File: src/hw/phy_regs_defs.svh
// Offsets, field positions, reset values and timing for the mode and auxiliary register bank.
// Operation
// RULE_01: Receive error counting stops while the counter-disable bit 13 is set; resets 0.
// RULE_02: Negotiation-complete flag reads in line-coding bit 12 and aux status bit 15.
// RULE_03: DC restoration applies while line-coding bit 8 is one; resets 1.
// RULE_04: NRZ/NRZI conversion applies while line-coding bit 7 is one; resets 1.
// RULE_05: Transmit isolation bit 5 separates MAC interface from line pair; resets 0.
// RULE_06: Read-only bits 4:2 show the current operating mode code.
// RULE_07: Line-coding bit 1 disables the three-level encoder and decoder; resets 0.
// RULE_08: Bit 0 bypasses the scrambler; fibre mode always bypasses it.
// RULE_09: Management address bits 7:3 are writable and loaded from straps at reset.
// RULE_10: Receiver mode bit 1 accepts frames without preamble; resets 1.
// RULE_11: Jabber cutoff applies in 10 Mb/s twisted pair unless aux control bit 15.
// RULE_12: Writing zero or chip reset restores jabber protection; reads return stored bit.
// RULE_13: Aux control bit 4 gates the management clock while idle; resets 0.
// RULE_14: Aux status bit 14 latches when negotiation completes acknowledge state.
// RULE_15: Aux status bit 13 latches when negotiation enters acknowledge after a match.
// RULE_16: Aux status bit 12 latches while negotiation is in ability detect.
// RULE_17: Pause bit 11 only after negotiation completes with symmetric pause both sides.
// RULE_18: Bits 10:8 report the negotiated highest common mode.
// RULE_19: Latching flags stay set until read while their condition has gone.
// RULE_20: Fibre mode disables auto-negotiation and scrambling.
// RULE_21: Management frames are answered only when their address matches the stored one.
// RULE_22: Reserved fields read their defaults; writes to read-only fields are ignored.
`ifndef PHY_REGS_DEFS_SVH
`define PHY_REGS_DEFS_SVH

`define LINE_CODING_ADDR   5'h13
`define RX_MODE_ADDR       5'h14
`define AUX_CTRL_ADDR      5'h18
`define AUX_STATUS_ADDR    5'h19

`define LC_RXERR_DIS_BIT   13
`define LC_AN_DONE_BIT     12
`define LC_DC_REST_BIT     8
`define LC_NRZI_BIT        7
`define LC_TX_ISO_BIT      5
`define LC_MODE_LSB        2
`define LC_MLT3_DIS_BIT    1
`define LC_SCR_DIS_BIT     0
`define LC_RESET           16'h01C0
`define LC_RW_MASK         16'h2FE3

`define RM_ADDR_LSB        3
`define RM_PRE_SUP_BIT     1
`define RM_RESET           16'h0002
`define RM_RW_MASK         16'h08FA

`define AC_JAB_DIS_BIT     15
`define AC_MDIO_PS_BIT     4
`define AC_RESET           16'h0027
`define AC_RW_MASK         16'hC0F0

`define AS_AN_DONE_BIT     15
`define AS_AN_ACK_BIT      14
`define AS_AN_MATCH_BIT    13
`define AS_AN_ABIL_BIT     12
`define AS_PAUSE_BIT       11
`define AS_HCM_LSB         8

`define MDIO_PREAMBLE_BITS 32
`define MDIO_IDLE_CYCLES   8'h40

`endif

File: src/hw/phy_regs_pkg.sv
// Mode and common-mode code types for the register bank; the serial engine keeps its own state type.
package phy_regs_pkg;
  typedef enum logic [2:0] {
    MODE_NEGOTIATING, MODE_10_HALF, MODE_100_HALF, MODE_UNUSED_3,
    MODE_UNUSED_4, MODE_10_FULL, MODE_100_FULL, MODE_TX_ISOLATE
  } op_mode_type;
  typedef enum logic [2:0] {
    HCM_NONE, HCM_10_HALF, HCM_10_FULL, HCM_100_HALF, HCM_RSVD_4, HCM_100_FULL,
    HCM_RSVD_6, HCM_RSVD_7
  } hcm_type;
endpackage

File: src/hw/mdio_serial_engine.sv
// Management serial frame engine: samples the link clock and data, decodes frames.
`timescale 1ns/1ps
`include "phy_regs_defs.svh"
module mdio_serial_engine (
  input  wire logic        sys_clk,
  input  wire logic        rstn,
  input  wire logic        mdc_pin,
  input  wire logic        mdio_in_pin,
  input  wire logic [4:0]  mgmt_station_address,
  input  wire logic        preamble_suppress,
  input  wire logic        clock_gate_en,
  input  wire logic [15:0] rd_data,
  output logic             rd_strobe,
  output logic             wr_strobe,
  output logic [4:0]       reg_addr,
  output logic [15:0]      wr_data,
  output logic             mdio_out,
  output logic             mdio_oe,
  output logic             mdc_active
);
  typedef enum logic [2:0] {S_PRE, S_START, S_HEAD, S_TA, S_DATA} frame_state_type;

  logic [2:0]  mdc_sync_reg;
  logic [1:0]  mdio_sync_reg;
  logic        mdc_rise;
  logic        mdc_fall;
  logic        bit_in;
  frame_state_type state_reg;
  logic [5:0]  pre_cnt_reg;
  logic [4:0]  bit_cnt_reg;
  logic [13:0] head_reg;
  logic [15:0] shift_reg;
  logic        read_op_reg;
  logic        match_reg;
  logic [7:0]  idle_cnt_reg;

  // Two flops per pin; a third mdc flop feeds edge finding.
  always_ff @(posedge sys_clk or negedge rstn) begin
    if (!rstn) begin
      mdc_sync_reg  <= 3'h0;
      mdio_sync_reg <= 2'h3;
    end else begin
      mdc_sync_reg  <= {mdc_sync_reg[1:0], mdc_pin};
      mdio_sync_reg <= {mdio_sync_reg[0], mdio_in_pin};
    end
  end
  assign bit_in = mdio_sync_reg[1];

  // With power saving on, rising clock edges are ignored after a quiet spell.
  always_ff @(posedge sys_clk or negedge rstn) begin
    if (!rstn) begin
      idle_cnt_reg <= 8'h00;
      mdc_active   <= 1'b1;
    end else if (!bit_in || state_reg != S_PRE) begin
      idle_cnt_reg <= 8'h00;
      mdc_active   <= 1'b1;
    end else if (idle_cnt_reg != `MDIO_IDLE_CYCLES) begin
      idle_cnt_reg <= idle_cnt_reg + 8'h01;
    end else begin
      mdc_active   <= !clock_gate_en; // [RULE_13]
    end
  end
  // A frame start (data low) wakes the gate, so preamble bits seen while it sleeps are not counted.
  assign mdc_rise = mdc_sync_reg[1] && !mdc_sync_reg[2] && mdc_active;
  assign mdc_fall = !mdc_sync_reg[1] && mdc_sync_reg[2];

  // Frame decode on rising clock edges; a bad start or opcode returns to preamble hunt.
  always_ff @(posedge sys_clk or negedge rstn) begin
    if (!rstn) begin
      state_reg   <= S_PRE;
      pre_cnt_reg <= 6'h00;
      bit_cnt_reg <= 5'h00;
      head_reg    <= 14'h0000;
      shift_reg   <= 16'h0000;
      read_op_reg <= 1'b0;
      match_reg   <= 1'b0;
      rd_strobe   <= 1'b0;
      wr_strobe   <= 1'b0;
      reg_addr    <= 5'h00;
      wr_data     <= 16'h0000;
    end else begin
      rd_strobe <= 1'b0;
      wr_strobe <= 1'b0;
      if (mdc_rise) begin
        unique case (state_reg)
          S_PRE: begin
            if (bit_in) begin
              if (pre_cnt_reg != 6'(`MDIO_PREAMBLE_BITS)) pre_cnt_reg <= pre_cnt_reg + 6'h01;
            end else if (pre_cnt_reg == 6'(`MDIO_PREAMBLE_BITS) || preamble_suppress) begin
              state_reg <= S_START; // [RULE_10]
            end else begin
              pre_cnt_reg <= 6'h00;
            end
          end
          S_START: begin
            state_reg   <= bit_in ? S_HEAD : S_PRE;
            bit_cnt_reg <= 5'h00;
            pre_cnt_reg <= 6'h00;
          end
          S_HEAD: begin
            head_reg    <= {head_reg[12:0], bit_in};
            bit_cnt_reg <= bit_cnt_reg + 5'h01;
            if (bit_cnt_reg == 5'd11) begin
              read_op_reg <= head_reg[10:9] == 2'b10;
              match_reg   <= head_reg[8:4] == mgmt_station_address; // [RULE_21]
              reg_addr    <= {head_reg[3:0], bit_in};
              state_reg   <= (head_reg[10] ^ head_reg[9]) ? S_TA : S_PRE;
              bit_cnt_reg <= 5'h00;
            end
          end
          S_TA: begin
            bit_cnt_reg <= bit_cnt_reg + 5'h01;
            if (bit_cnt_reg == 5'd1) begin
              state_reg   <= S_DATA;
              bit_cnt_reg <= 5'h00;
              shift_reg   <= rd_data;
              rd_strobe   <= read_op_reg && match_reg;
            end
          end
          S_DATA: begin
            bit_cnt_reg <= bit_cnt_reg + 5'h01;
            shift_reg   <= {shift_reg[14:0], bit_in};
            if (bit_cnt_reg == 5'd15) begin
              state_reg <= S_PRE;
              wr_data   <= {shift_reg[14:0], bit_in};
              wr_strobe <= !read_op_reg && match_reg;
            end
          end
          default: state_reg <= S_PRE;
        endcase
      end
    end
  end

  // Read data leaves on falling edges; drive ends with the frame's last bit.
  always_ff @(posedge sys_clk or negedge rstn) begin
    if (!rstn) begin
      mdio_out <= 1'b1;
      mdio_oe  <= 1'b0;
    end else if (mdc_fall) begin
      if (state_reg == S_TA && bit_cnt_reg == 5'd1 && read_op_reg && match_reg) begin
        mdio_oe  <= 1'b1;
        mdio_out <= 1'b0;
      end else if (state_reg == S_DATA && read_op_reg && match_reg) begin
        mdio_oe  <= 1'b1;
        mdio_out <= shift_reg[15];
      end else begin
        mdio_oe  <= 1'b0;
        mdio_out <= 1'b1;
      end
    end
  end
endmodule

File: src/hw/phy_mode_aux_register_bank.sv
// Mode and auxiliary register bank of the transceiver, reached over the management link.
`timescale 1ns/1ps
`include "phy_regs_defs.svh"
module phy_mode_aux_register_bank (
  input  wire logic        sys_clk,
  input  wire logic        rstn,
  input  wire logic        mdc,
  input  wire logic        mdio_in,
  output logic             mdio_out,
  output logic             mdio_oe,
  input  wire logic [4:0]  addr_strap,
  input  wire logic        fibre_mode_flag,
  input  wire logic        an_enable_req,
  input  wire logic        an_complete,
  input  wire logic        an_ack_done,
  input  wire logic        an_ack_match,
  input  wire logic        an_ability_detect,
  input  wire logic        local_sym_pause,
  input  wire logic        partner_sym_pause,
  input  wire logic [2:0]  highest_common_mode,
  input  wire logic        link_speed_100,
  input  wire logic        link_full_duplex,
  input  wire logic        link_up,
  input  wire logic        twisted_pair_10,
  input  wire logic        rx_error_event,
  input  wire logic        tx_request,
  input  wire logic        jabber_timeout,
  output logic             rx_err_count_en,
  output logic             dc_restore_en,
  output logic             nrzi_conv_en,
  output logic             tx_isolate,
  output logic             mlt3_bypass,
  output logic             scrambler_bypass,
  output logic             an_enabled,
  output logic             jabber_cutoff,
  output logic             mdc_internal_en,
  output logic [15:0]      rx_error_count
);
  logic        rd_strobe;
  logic        wr_strobe;
  logic [4:0]  reg_addr;
  logic [15:0] wr_data;
  logic [15:0] rd_data;
  logic        mdc_active;
  logic [15:0] lc_reg;
  logic [15:0] rm_reg;
  logic [15:0] ac_reg;
  logic        ack_flag_reg;
  logic        match_flag_reg;
  logic        abil_flag_reg;
  logic        strap_pend_reg;
  logic [1:0]  fibre_sync_reg;
  logic [1:0]  an_req_sync_reg;
  logic [6:0]  ev_sync1_reg;
  logic [6:0]  ev_sync2_reg;
  logic [6:0]  ev_prev_reg;
  logic        fibre_s;
  logic        an_en_s;
  logic        an_done_s;
  logic        rx_err_rise;
  phy_regs_pkg::op_mode_type op_mode_indication;

  ////////////////////////////////////////////////////////////////////////////
  // Serial frame engine.

  mdio_serial_engine u_engine (
    .sys_clk              (sys_clk),
    .rstn                 (rstn),
    .mdc_pin              (mdc),
    .mdio_in_pin          (mdio_in),
    .mgmt_station_address (rm_reg[`RM_ADDR_LSB +: 5]),
    .preamble_suppress    (rm_reg[`RM_PRE_SUP_BIT]),
    .clock_gate_en        (ac_reg[`AC_MDIO_PS_BIT]),
    .rd_data              (rd_data),
    .rd_strobe            (rd_strobe),
    .wr_strobe            (wr_strobe),
    .reg_addr             (reg_addr),
    .wr_data              (wr_data),
    .mdio_out             (mdio_out),
    .mdio_oe              (mdio_oe),
    .mdc_active           (mdc_active)
  );

  ////////////////////////////////////////////////////////////////////////////
  // Negotiation, pause, error and fibre inputs cross in through two flops each; link, common-mode and jabber inputs do not.

  // Bundle: ack done, ack match, ability, negotiation done, rx error, pause pair.
  always_ff @(posedge sys_clk or negedge rstn) begin
    if (!rstn) begin
      fibre_sync_reg  <= 2'h0;
      an_req_sync_reg <= 2'h0;
      ev_sync1_reg    <= 7'h00;
      ev_sync2_reg    <= 7'h00;
      ev_prev_reg     <= 7'h00;
    end else begin
      fibre_sync_reg  <= {fibre_sync_reg[0], fibre_mode_flag};
      an_req_sync_reg <= {an_req_sync_reg[0], an_enable_req};
      ev_sync1_reg    <= {an_ack_done, an_ack_match, an_ability_detect, an_complete,
                          rx_error_event, local_sym_pause, partner_sym_pause};
      ev_sync2_reg    <= ev_sync1_reg;
      ev_prev_reg     <= ev_sync2_reg;
    end
  end
  assign fibre_s     = fibre_sync_reg[1];
  assign an_en_s     = an_req_sync_reg[1] && !fibre_s; // [RULE_20]
  assign an_done_s   = ev_sync2_reg[3] && an_en_s;     // [RULE_02]
  assign rx_err_rise = ev_sync2_reg[2] && !ev_prev_reg[2];

  // Current mode code, isolation taking precedence over link results.
  always_comb begin
    if (lc_reg[`LC_TX_ISO_BIT])
      op_mode_indication = phy_regs_pkg::MODE_TX_ISOLATE;
    else if (an_en_s && !an_done_s)
      op_mode_indication = phy_regs_pkg::MODE_NEGOTIATING;
    else if (link_speed_100)
      op_mode_indication = link_full_duplex ? phy_regs_pkg::MODE_100_FULL
                                            : phy_regs_pkg::MODE_100_HALF;
    else
      op_mode_indication = link_full_duplex ? phy_regs_pkg::MODE_10_FULL
                                            : phy_regs_pkg::MODE_10_HALF;
  end

  ////////////////////////////////////////////////////////////////////////////
  // Writable registers.

  // Masked writes keep reserved and read-only bits at their defaults.
  always_ff @(posedge sys_clk or negedge rstn) begin
    if (!rstn) begin
      lc_reg <= `LC_RESET;
      ac_reg <= `AC_RESET;
    end else if (wr_strobe) begin
      if (reg_addr == `LINE_CODING_ADDR)
        lc_reg <= (wr_data & `LC_RW_MASK) | (`LC_RESET & ~`LC_RW_MASK); // [RULE_22]
      if (reg_addr == `AUX_CTRL_ADDR)
        ac_reg <= (wr_data & `AC_RW_MASK) | (`AC_RESET & ~`AC_RW_MASK); // [RULE_12]
    end
  end

  // Straps cannot enter an async reset, so they load on the first clock after release.
  always_ff @(posedge sys_clk or negedge rstn) begin
    if (!rstn) begin
      rm_reg         <= `RM_RESET;
      strap_pend_reg <= 1'b1;
    end else if (strap_pend_reg) begin
      strap_pend_reg <= 1'b0;
      rm_reg[`RM_ADDR_LSB +: 5] <= addr_strap; // [RULE_09]
    end else if (wr_strobe && reg_addr == `RX_MODE_ADDR) begin
      rm_reg <= (wr_data & `RM_RW_MASK) | (`RM_RESET & ~`RM_RW_MASK); // [RULE_10]
    end
  end

  ////////////////////////////////////////////////////////////////////////////
  // Latching-high flags; the event wins over a read in the same cycle.

  always_ff @(posedge sys_clk or negedge rstn) begin
    if (!rstn) begin
      ack_flag_reg   <= 1'b0;
      match_flag_reg <= 1'b0;
      abil_flag_reg  <= 1'b0;
    end else begin
      if (ev_sync2_reg[6])
        ack_flag_reg <= 1'b1; // [RULE_14]
      else if (rd_strobe && reg_addr == `AUX_STATUS_ADDR)
        ack_flag_reg <= 1'b0; // [RULE_19]
      if (ev_sync2_reg[5])
        match_flag_reg <= 1'b1; // [RULE_15]
      else if (rd_strobe && reg_addr == `AUX_STATUS_ADDR)
        match_flag_reg <= 1'b0; // [RULE_19]
      if (ev_sync2_reg[4])
        abil_flag_reg <= 1'b1; // [RULE_16]
      else if (rd_strobe && reg_addr == `AUX_STATUS_ADDR)
        abil_flag_reg <= 1'b0; // [RULE_19]
    end
  end

  ////////////////////////////////////////////////////////////////////////////
  // Read multiplexer; the engine captures it at the turnaround edge.

  always_comb begin
    rd_data = 16'h0000;
    unique case (reg_addr)
      `LINE_CODING_ADDR: begin
        rd_data = lc_reg;
        rd_data[`LC_AN_DONE_BIT] = an_done_s;                      // [RULE_02]
        rd_data[`LC_MODE_LSB +: 3] = op_mode_indication;           // [RULE_06]
      end
      `RX_MODE_ADDR: rd_data = rm_reg;
      `AUX_CTRL_ADDR: rd_data = ac_reg;                            // [RULE_12]
      `AUX_STATUS_ADDR: begin
        rd_data[`AS_AN_DONE_BIT]  = an_done_s;                     // [RULE_02]
        rd_data[`AS_AN_ACK_BIT]   = ack_flag_reg;
        rd_data[`AS_AN_MATCH_BIT] = match_flag_reg;
        rd_data[`AS_AN_ABIL_BIT]  = abil_flag_reg;
        rd_data[`AS_PAUSE_BIT]    = an_done_s && ev_sync2_reg[1] && ev_sync2_reg[0]; // [RULE_17]
        rd_data[`AS_HCM_LSB +: 3] = an_done_s ? highest_common_mode : 3'h0;          // [RULE_18]
      end
      default: rd_data = 16'h0000;
    endcase
  end

  ////////////////////////////////////////////////////////////////////////////
  // Controls to the datapath, all registered.

  always_ff @(posedge sys_clk or negedge rstn) begin
    if (!rstn) begin
      rx_err_count_en  <= 1'b1;
      dc_restore_en    <= 1'b1;
      nrzi_conv_en     <= 1'b1;
      tx_isolate       <= 1'b0;
      mlt3_bypass      <= 1'b0;
      scrambler_bypass <= 1'b0;
      an_enabled       <= 1'b0;
      jabber_cutoff    <= 1'b0;
      mdc_internal_en  <= 1'b1;
    end else begin
      rx_err_count_en  <= !lc_reg[`LC_RXERR_DIS_BIT];               // [RULE_01]
      dc_restore_en    <= lc_reg[`LC_DC_REST_BIT];                  // [RULE_03]
      nrzi_conv_en     <= lc_reg[`LC_NRZI_BIT];                     // [RULE_04]
      tx_isolate       <= lc_reg[`LC_TX_ISO_BIT];                   // [RULE_05]
      mlt3_bypass      <= lc_reg[`LC_MLT3_DIS_BIT];                 // [RULE_07]
      scrambler_bypass <= lc_reg[`LC_SCR_DIS_BIT] || fibre_s;       // [RULE_08]
      an_enabled       <= an_en_s;                                  // [RULE_20]
      // Jabber only guards 10 Mb/s twisted pair and may be switched off by software.
      jabber_cutoff    <= twisted_pair_10 && tx_request && jabber_timeout &&
                          !ac_reg[`AC_JAB_DIS_BIT];                 // [RULE_11]
      mdc_internal_en  <= mdc_active;                               // [RULE_13]
    end
  end

  // Receive error counter; saturates rather than wraps so a full count stays visible.
  always_ff @(posedge sys_clk or negedge rstn) begin
    if (!rstn)
      rx_error_count <= 16'h0000;
    else if (rx_err_rise && !lc_reg[`LC_RXERR_DIS_BIT] && rx_error_count != 16'hFFFF)
      rx_error_count <= rx_error_count + 16'h0001; // [RULE_01]
  end
endmodule

File: config.mk
export PLATFORM = sky130hd
export DESIGN_NAME = phy_mode_aux_register_bank
export DESIGN_NICKNAME = d
export VERILOG_FILES = /design/src/hw/phy_regs_pkg.sv /design/src/hw/mdio_serial_engine.sv /design/src/hw/phy_mode_aux_register_bank.sv
export VERILOG_INCLUDE_DIRS = /design/src /design/src/hw
export SDC_FILE = /design/constraint.sdc
export NUM_CORES = 1
export LEC_CHECK = 0
export ABC_AREA = 1
export BUFFER_PORTS_ARGS = -buffer_cell sky130_fd_sc_hd__clkbuf_2
export CAP_MARGIN = 10
export CORE_ASPECT_RATIO = 0.5
export CORE_MARGIN = 2
export CORE_UTILIZATION = 40
export DETAILED_ROUTE_END_ITERATION = 10
export SKIP_LAST_GASP = 1
export SYNTH_ARGS = -nofsm -noshare
export SYNTH_HDL_FRONTEND = slang
export SYNTH_HIERARCHICAL = 1
export SYNTH_SLANG_ARGS = --single-unit
File: constraint.sdc
create_clock -name sys_clk -period 1.62 [get_ports sys_clk]
set_clock_uncertainty 0.1 [all_clocks]
set_input_delay 0.081 -clock sys_clk [delete_from_list [all_inputs] [get_ports sys_clk]]
set_output_delay 0.081 -clock sys_clk [all_outputs]
set_load 0.02 [all_outputs]
==> key figures <==
Synthesis
  – Syn nets: 847
  – Syn Inst Count: 811
  – Syn_area_per_cell: 8.53 sq um
  – Post-Syn Area: 6920 sq um
  – Syn. warnings: 6

Status
  – Outcome: finished with violations
  – Failing checks: setup timing

Timing
  – # setup viols final: 27
  – Final min period: 1.71 ns
  – PnR worst setup slack: -0.0879 ns
  – Actual slew at the worst max-slew pin: 0.564 ns
  – Max_slew headroom: 62.4%
  – Hold Vio Cnt, Final: 0
  – Final Slew Violations: 0
  – Setup TNS: -1.03 ns
  – Fin crit share: 105%
  – Maximum operating frequency: 0.586 GHz
  – RSZ-0062 raised after global routing: true

CTS
  – Num CTS Buffers: 17
  – Max Root-Sink Buffers: 2
  – Clk slew on worst S/H paths: 0.06 ns
  – CTS tree: yes
  – CTS root buf: clkbuf_16
  – CTS Sinks: 151
  – H-tree depth: 4
  – Worst-Skew Late Latency: 0.41 ns

Power and ir drop
  – Internal power: 0.00666 W
  – Worst VDD drop: 0.000774 V
  – Leak Pwr: 4.54 nW
  – Sw Ratio: 24.5%
  – Logic pwr share: 8.4%
  – Total power: 0.00882 W
  – Reg power frac: 46.1%
  – Clock power share: 45.4%
  – Pwr dens: 951 nW/um^2
  – Psw: 0.00216 W

Worst setup path
  – CP endpoint: u_engine/wr_data[14]
  – Max stage delay on crit path: 0.37 ns
  – Worst-path cell chain: ha_2 -> nand2_2 -> nor2_2 -> ha_2 -> nand4_1 -> buf_6 -> clkbuf_16 -> nand2_1 -> o21ai_0
  – Critical-path top delay cell: dfrtp_1
  – RR Endpoint: u_engine/wr_data[14]
  – Crit start category: flop
  – R2R setup slack: -0.09 ns
  – R2R Path Start: u_engine/bit_cnt_reg[1]
  – Crit path launch: u_engine/bit_cnt_reg[1]
  – CP required: 1.81 ns
  – Arrival time at the worst endpoint: 1.90 ns
  – Crit path capture type: flop
  – Crit path max fanout: 14
  – R2R cell count: 9
  – Cell repeated most along the worst path: ha_2
  – Setup CP Type: flop to flop

Layout
  – Final net count: 1004
  – Filler cells: 1468
  – Final core utilization: 55.7%
  – Final Non-Filler Cells: 1208
  – Layout area overhead: 34.1%
  – Share of cells above drive strength 1: 29.2%
  – Diodes inserted: 0

Die
  – Core Box Area: 16600 sq um
  – DIE AREA: 18400 sq um
  – Starting Density: 41.6%
  – # IOs: 54
  – Rows: 33
  – Chip width: 190 microns
  – Die Y: 97 microns

Global routing
  – Number of global-route vias before repair: 5467
  – Largest net degree at the start of global routing: 99
  – Global-route wire length before repair: 26900 microns
  – Grt total ovfl: 0
  – GRT Util Overall: 18.3%
  – Initial antenna violation count: 0

Route
  – First drt pass iteration count: 5
  – DR WL/cell: 14.5 microns
  – Initial DRC Count: 363
  – DRC viols: 0
  – Via count: 5813
  – ANT nets after route: 0
  – Via/cell ratio: 4.81
  – Final WL: 17500 microns

Hold path
  – Hold WC Path Type: input pin to flop

Placed design
  – Port buffer count: 52
  – Dpl hpwl: 11000 microns
  – Dpl cells: 1135
  – RD Place Congestion: 0.844

Run
  – Max Cap Viol: 0
## repair_timing
item | in CTS | in global routing
cloned | 0 | 9
pin swaps | 0 | 16
setup buffers | 1 | 10
endpoints found under the hold margin | 164 | 0
hold buffers | 22 | 0
gates resized for setup | 7 | 96
endpoints found under the setup margin | 34 | 71
## layout by cell type (no fill, tap or decap), types with 5 or more instances in the layout
cell type / n
nand3_1: 63
nand4_1: 9
dlygate4sd3_1: 22
buf_6: 8
dfstp_2: 14
o21ai_2: 15
o21ai_0: 27
nor2_2: 11
buf_4: 61
nand2_2: 23
xor2_1: 5
inv_2: 7
inv_1: 72
clkbuf_2: 51
dfrtp_2: 9
dfrtp_1: 128
ha_1: 6
xnor2_1: 10
a21oi_1: 23
nand3_2: 5
o21ai_1: 23
nand2_4: 11
nor2_1: 60
nand2_1: 226
clkbuf_16: 23
nor2_4: 10
buf_12: 7
## worst max-delay path, delay by kind of cell, from the launching register on
kind                       cells  cell delay, ns
DFF                            1            0.37
buffers and inverters          2            0.35
adders and majority gates      2            0.37
and+or+nand+nor                4            0.33
AOI/OAI and AO/OA              1            0.07
## layout make-up
class,count,area (sq um),area share (%)
Sequential cell,151,3810,41.0
Clock inverter,12,154,1.66
Tap cell,227,284,3.06
Multi-Input combinational cell,560,2960,31.9
Inverter,82,313,3.37
Timing Repair Buffer,156,1320,14.2
Clock buffer,20,437,4.71
## how the worst min path moves through the flow
stage / endpoint / start / depth (start not counted) / slack, ns
6_report: u_engine/shift_reg[3] / link_speed_100 / 5 / 0.1
3_3_place_gp: an_req_sync_reg[0] / rstn / 2 / -0.008
3_5_place_dp: an_req_sync_reg[0] / rstn / 2 / -0.02
2_1_floorplan: abil_flag_reg / rstn / 0 / -0.31
5_1_grt: u_engine/shift_reg[4] / link_full_duplex / 7 / 0.13
4_1_cts: u_engine/shift_reg[3] / link_speed_100 / 5 / 0.09
## layer usage
metal | wire length [microns] | track usage, % | part of all wire, % | vias to the layer above
li1 | - | - | - | 2914
met3 | 728 | 3.88 | 4.2 | 14
met2 | 8610 | 29.9 | 49 | 129
met5 | 0 | 0 | 0 | -
met1 | 7980 | 25.0 | 46 | 2756
met4 | 149 | 4.23 | 0.85 | 0
## metrics by stage
stage	worst slack (ns)	instance area, sq um	hold slack, ns
2_1_floorplan	0.00510	6930	-0.315
3_3_place_gp	-0.0266	7920	-0.00837
3_5_place_dp	-0.0712	7920	-0.0156
4_1_cts	-0.0432	8760	0.0928
5_1_grt	-0.162	9280	0.129
6_report	-0.0879	9280	0.0961
## power groups by stage
stage                     Clock (W)  Combinational (W)  Sequential [W]
after global placement            0           0.000628         0.00412
after floorplan                   0           0.000284         0.00417
after CTS                   0.00409           0.000689         0.00406
after detailed placement          0           0.000645         0.00413
after global routing        0.00427           0.000821         0.00409
final                       0.00401           0.000743         0.00407
(Power assumes the default switching activity.)
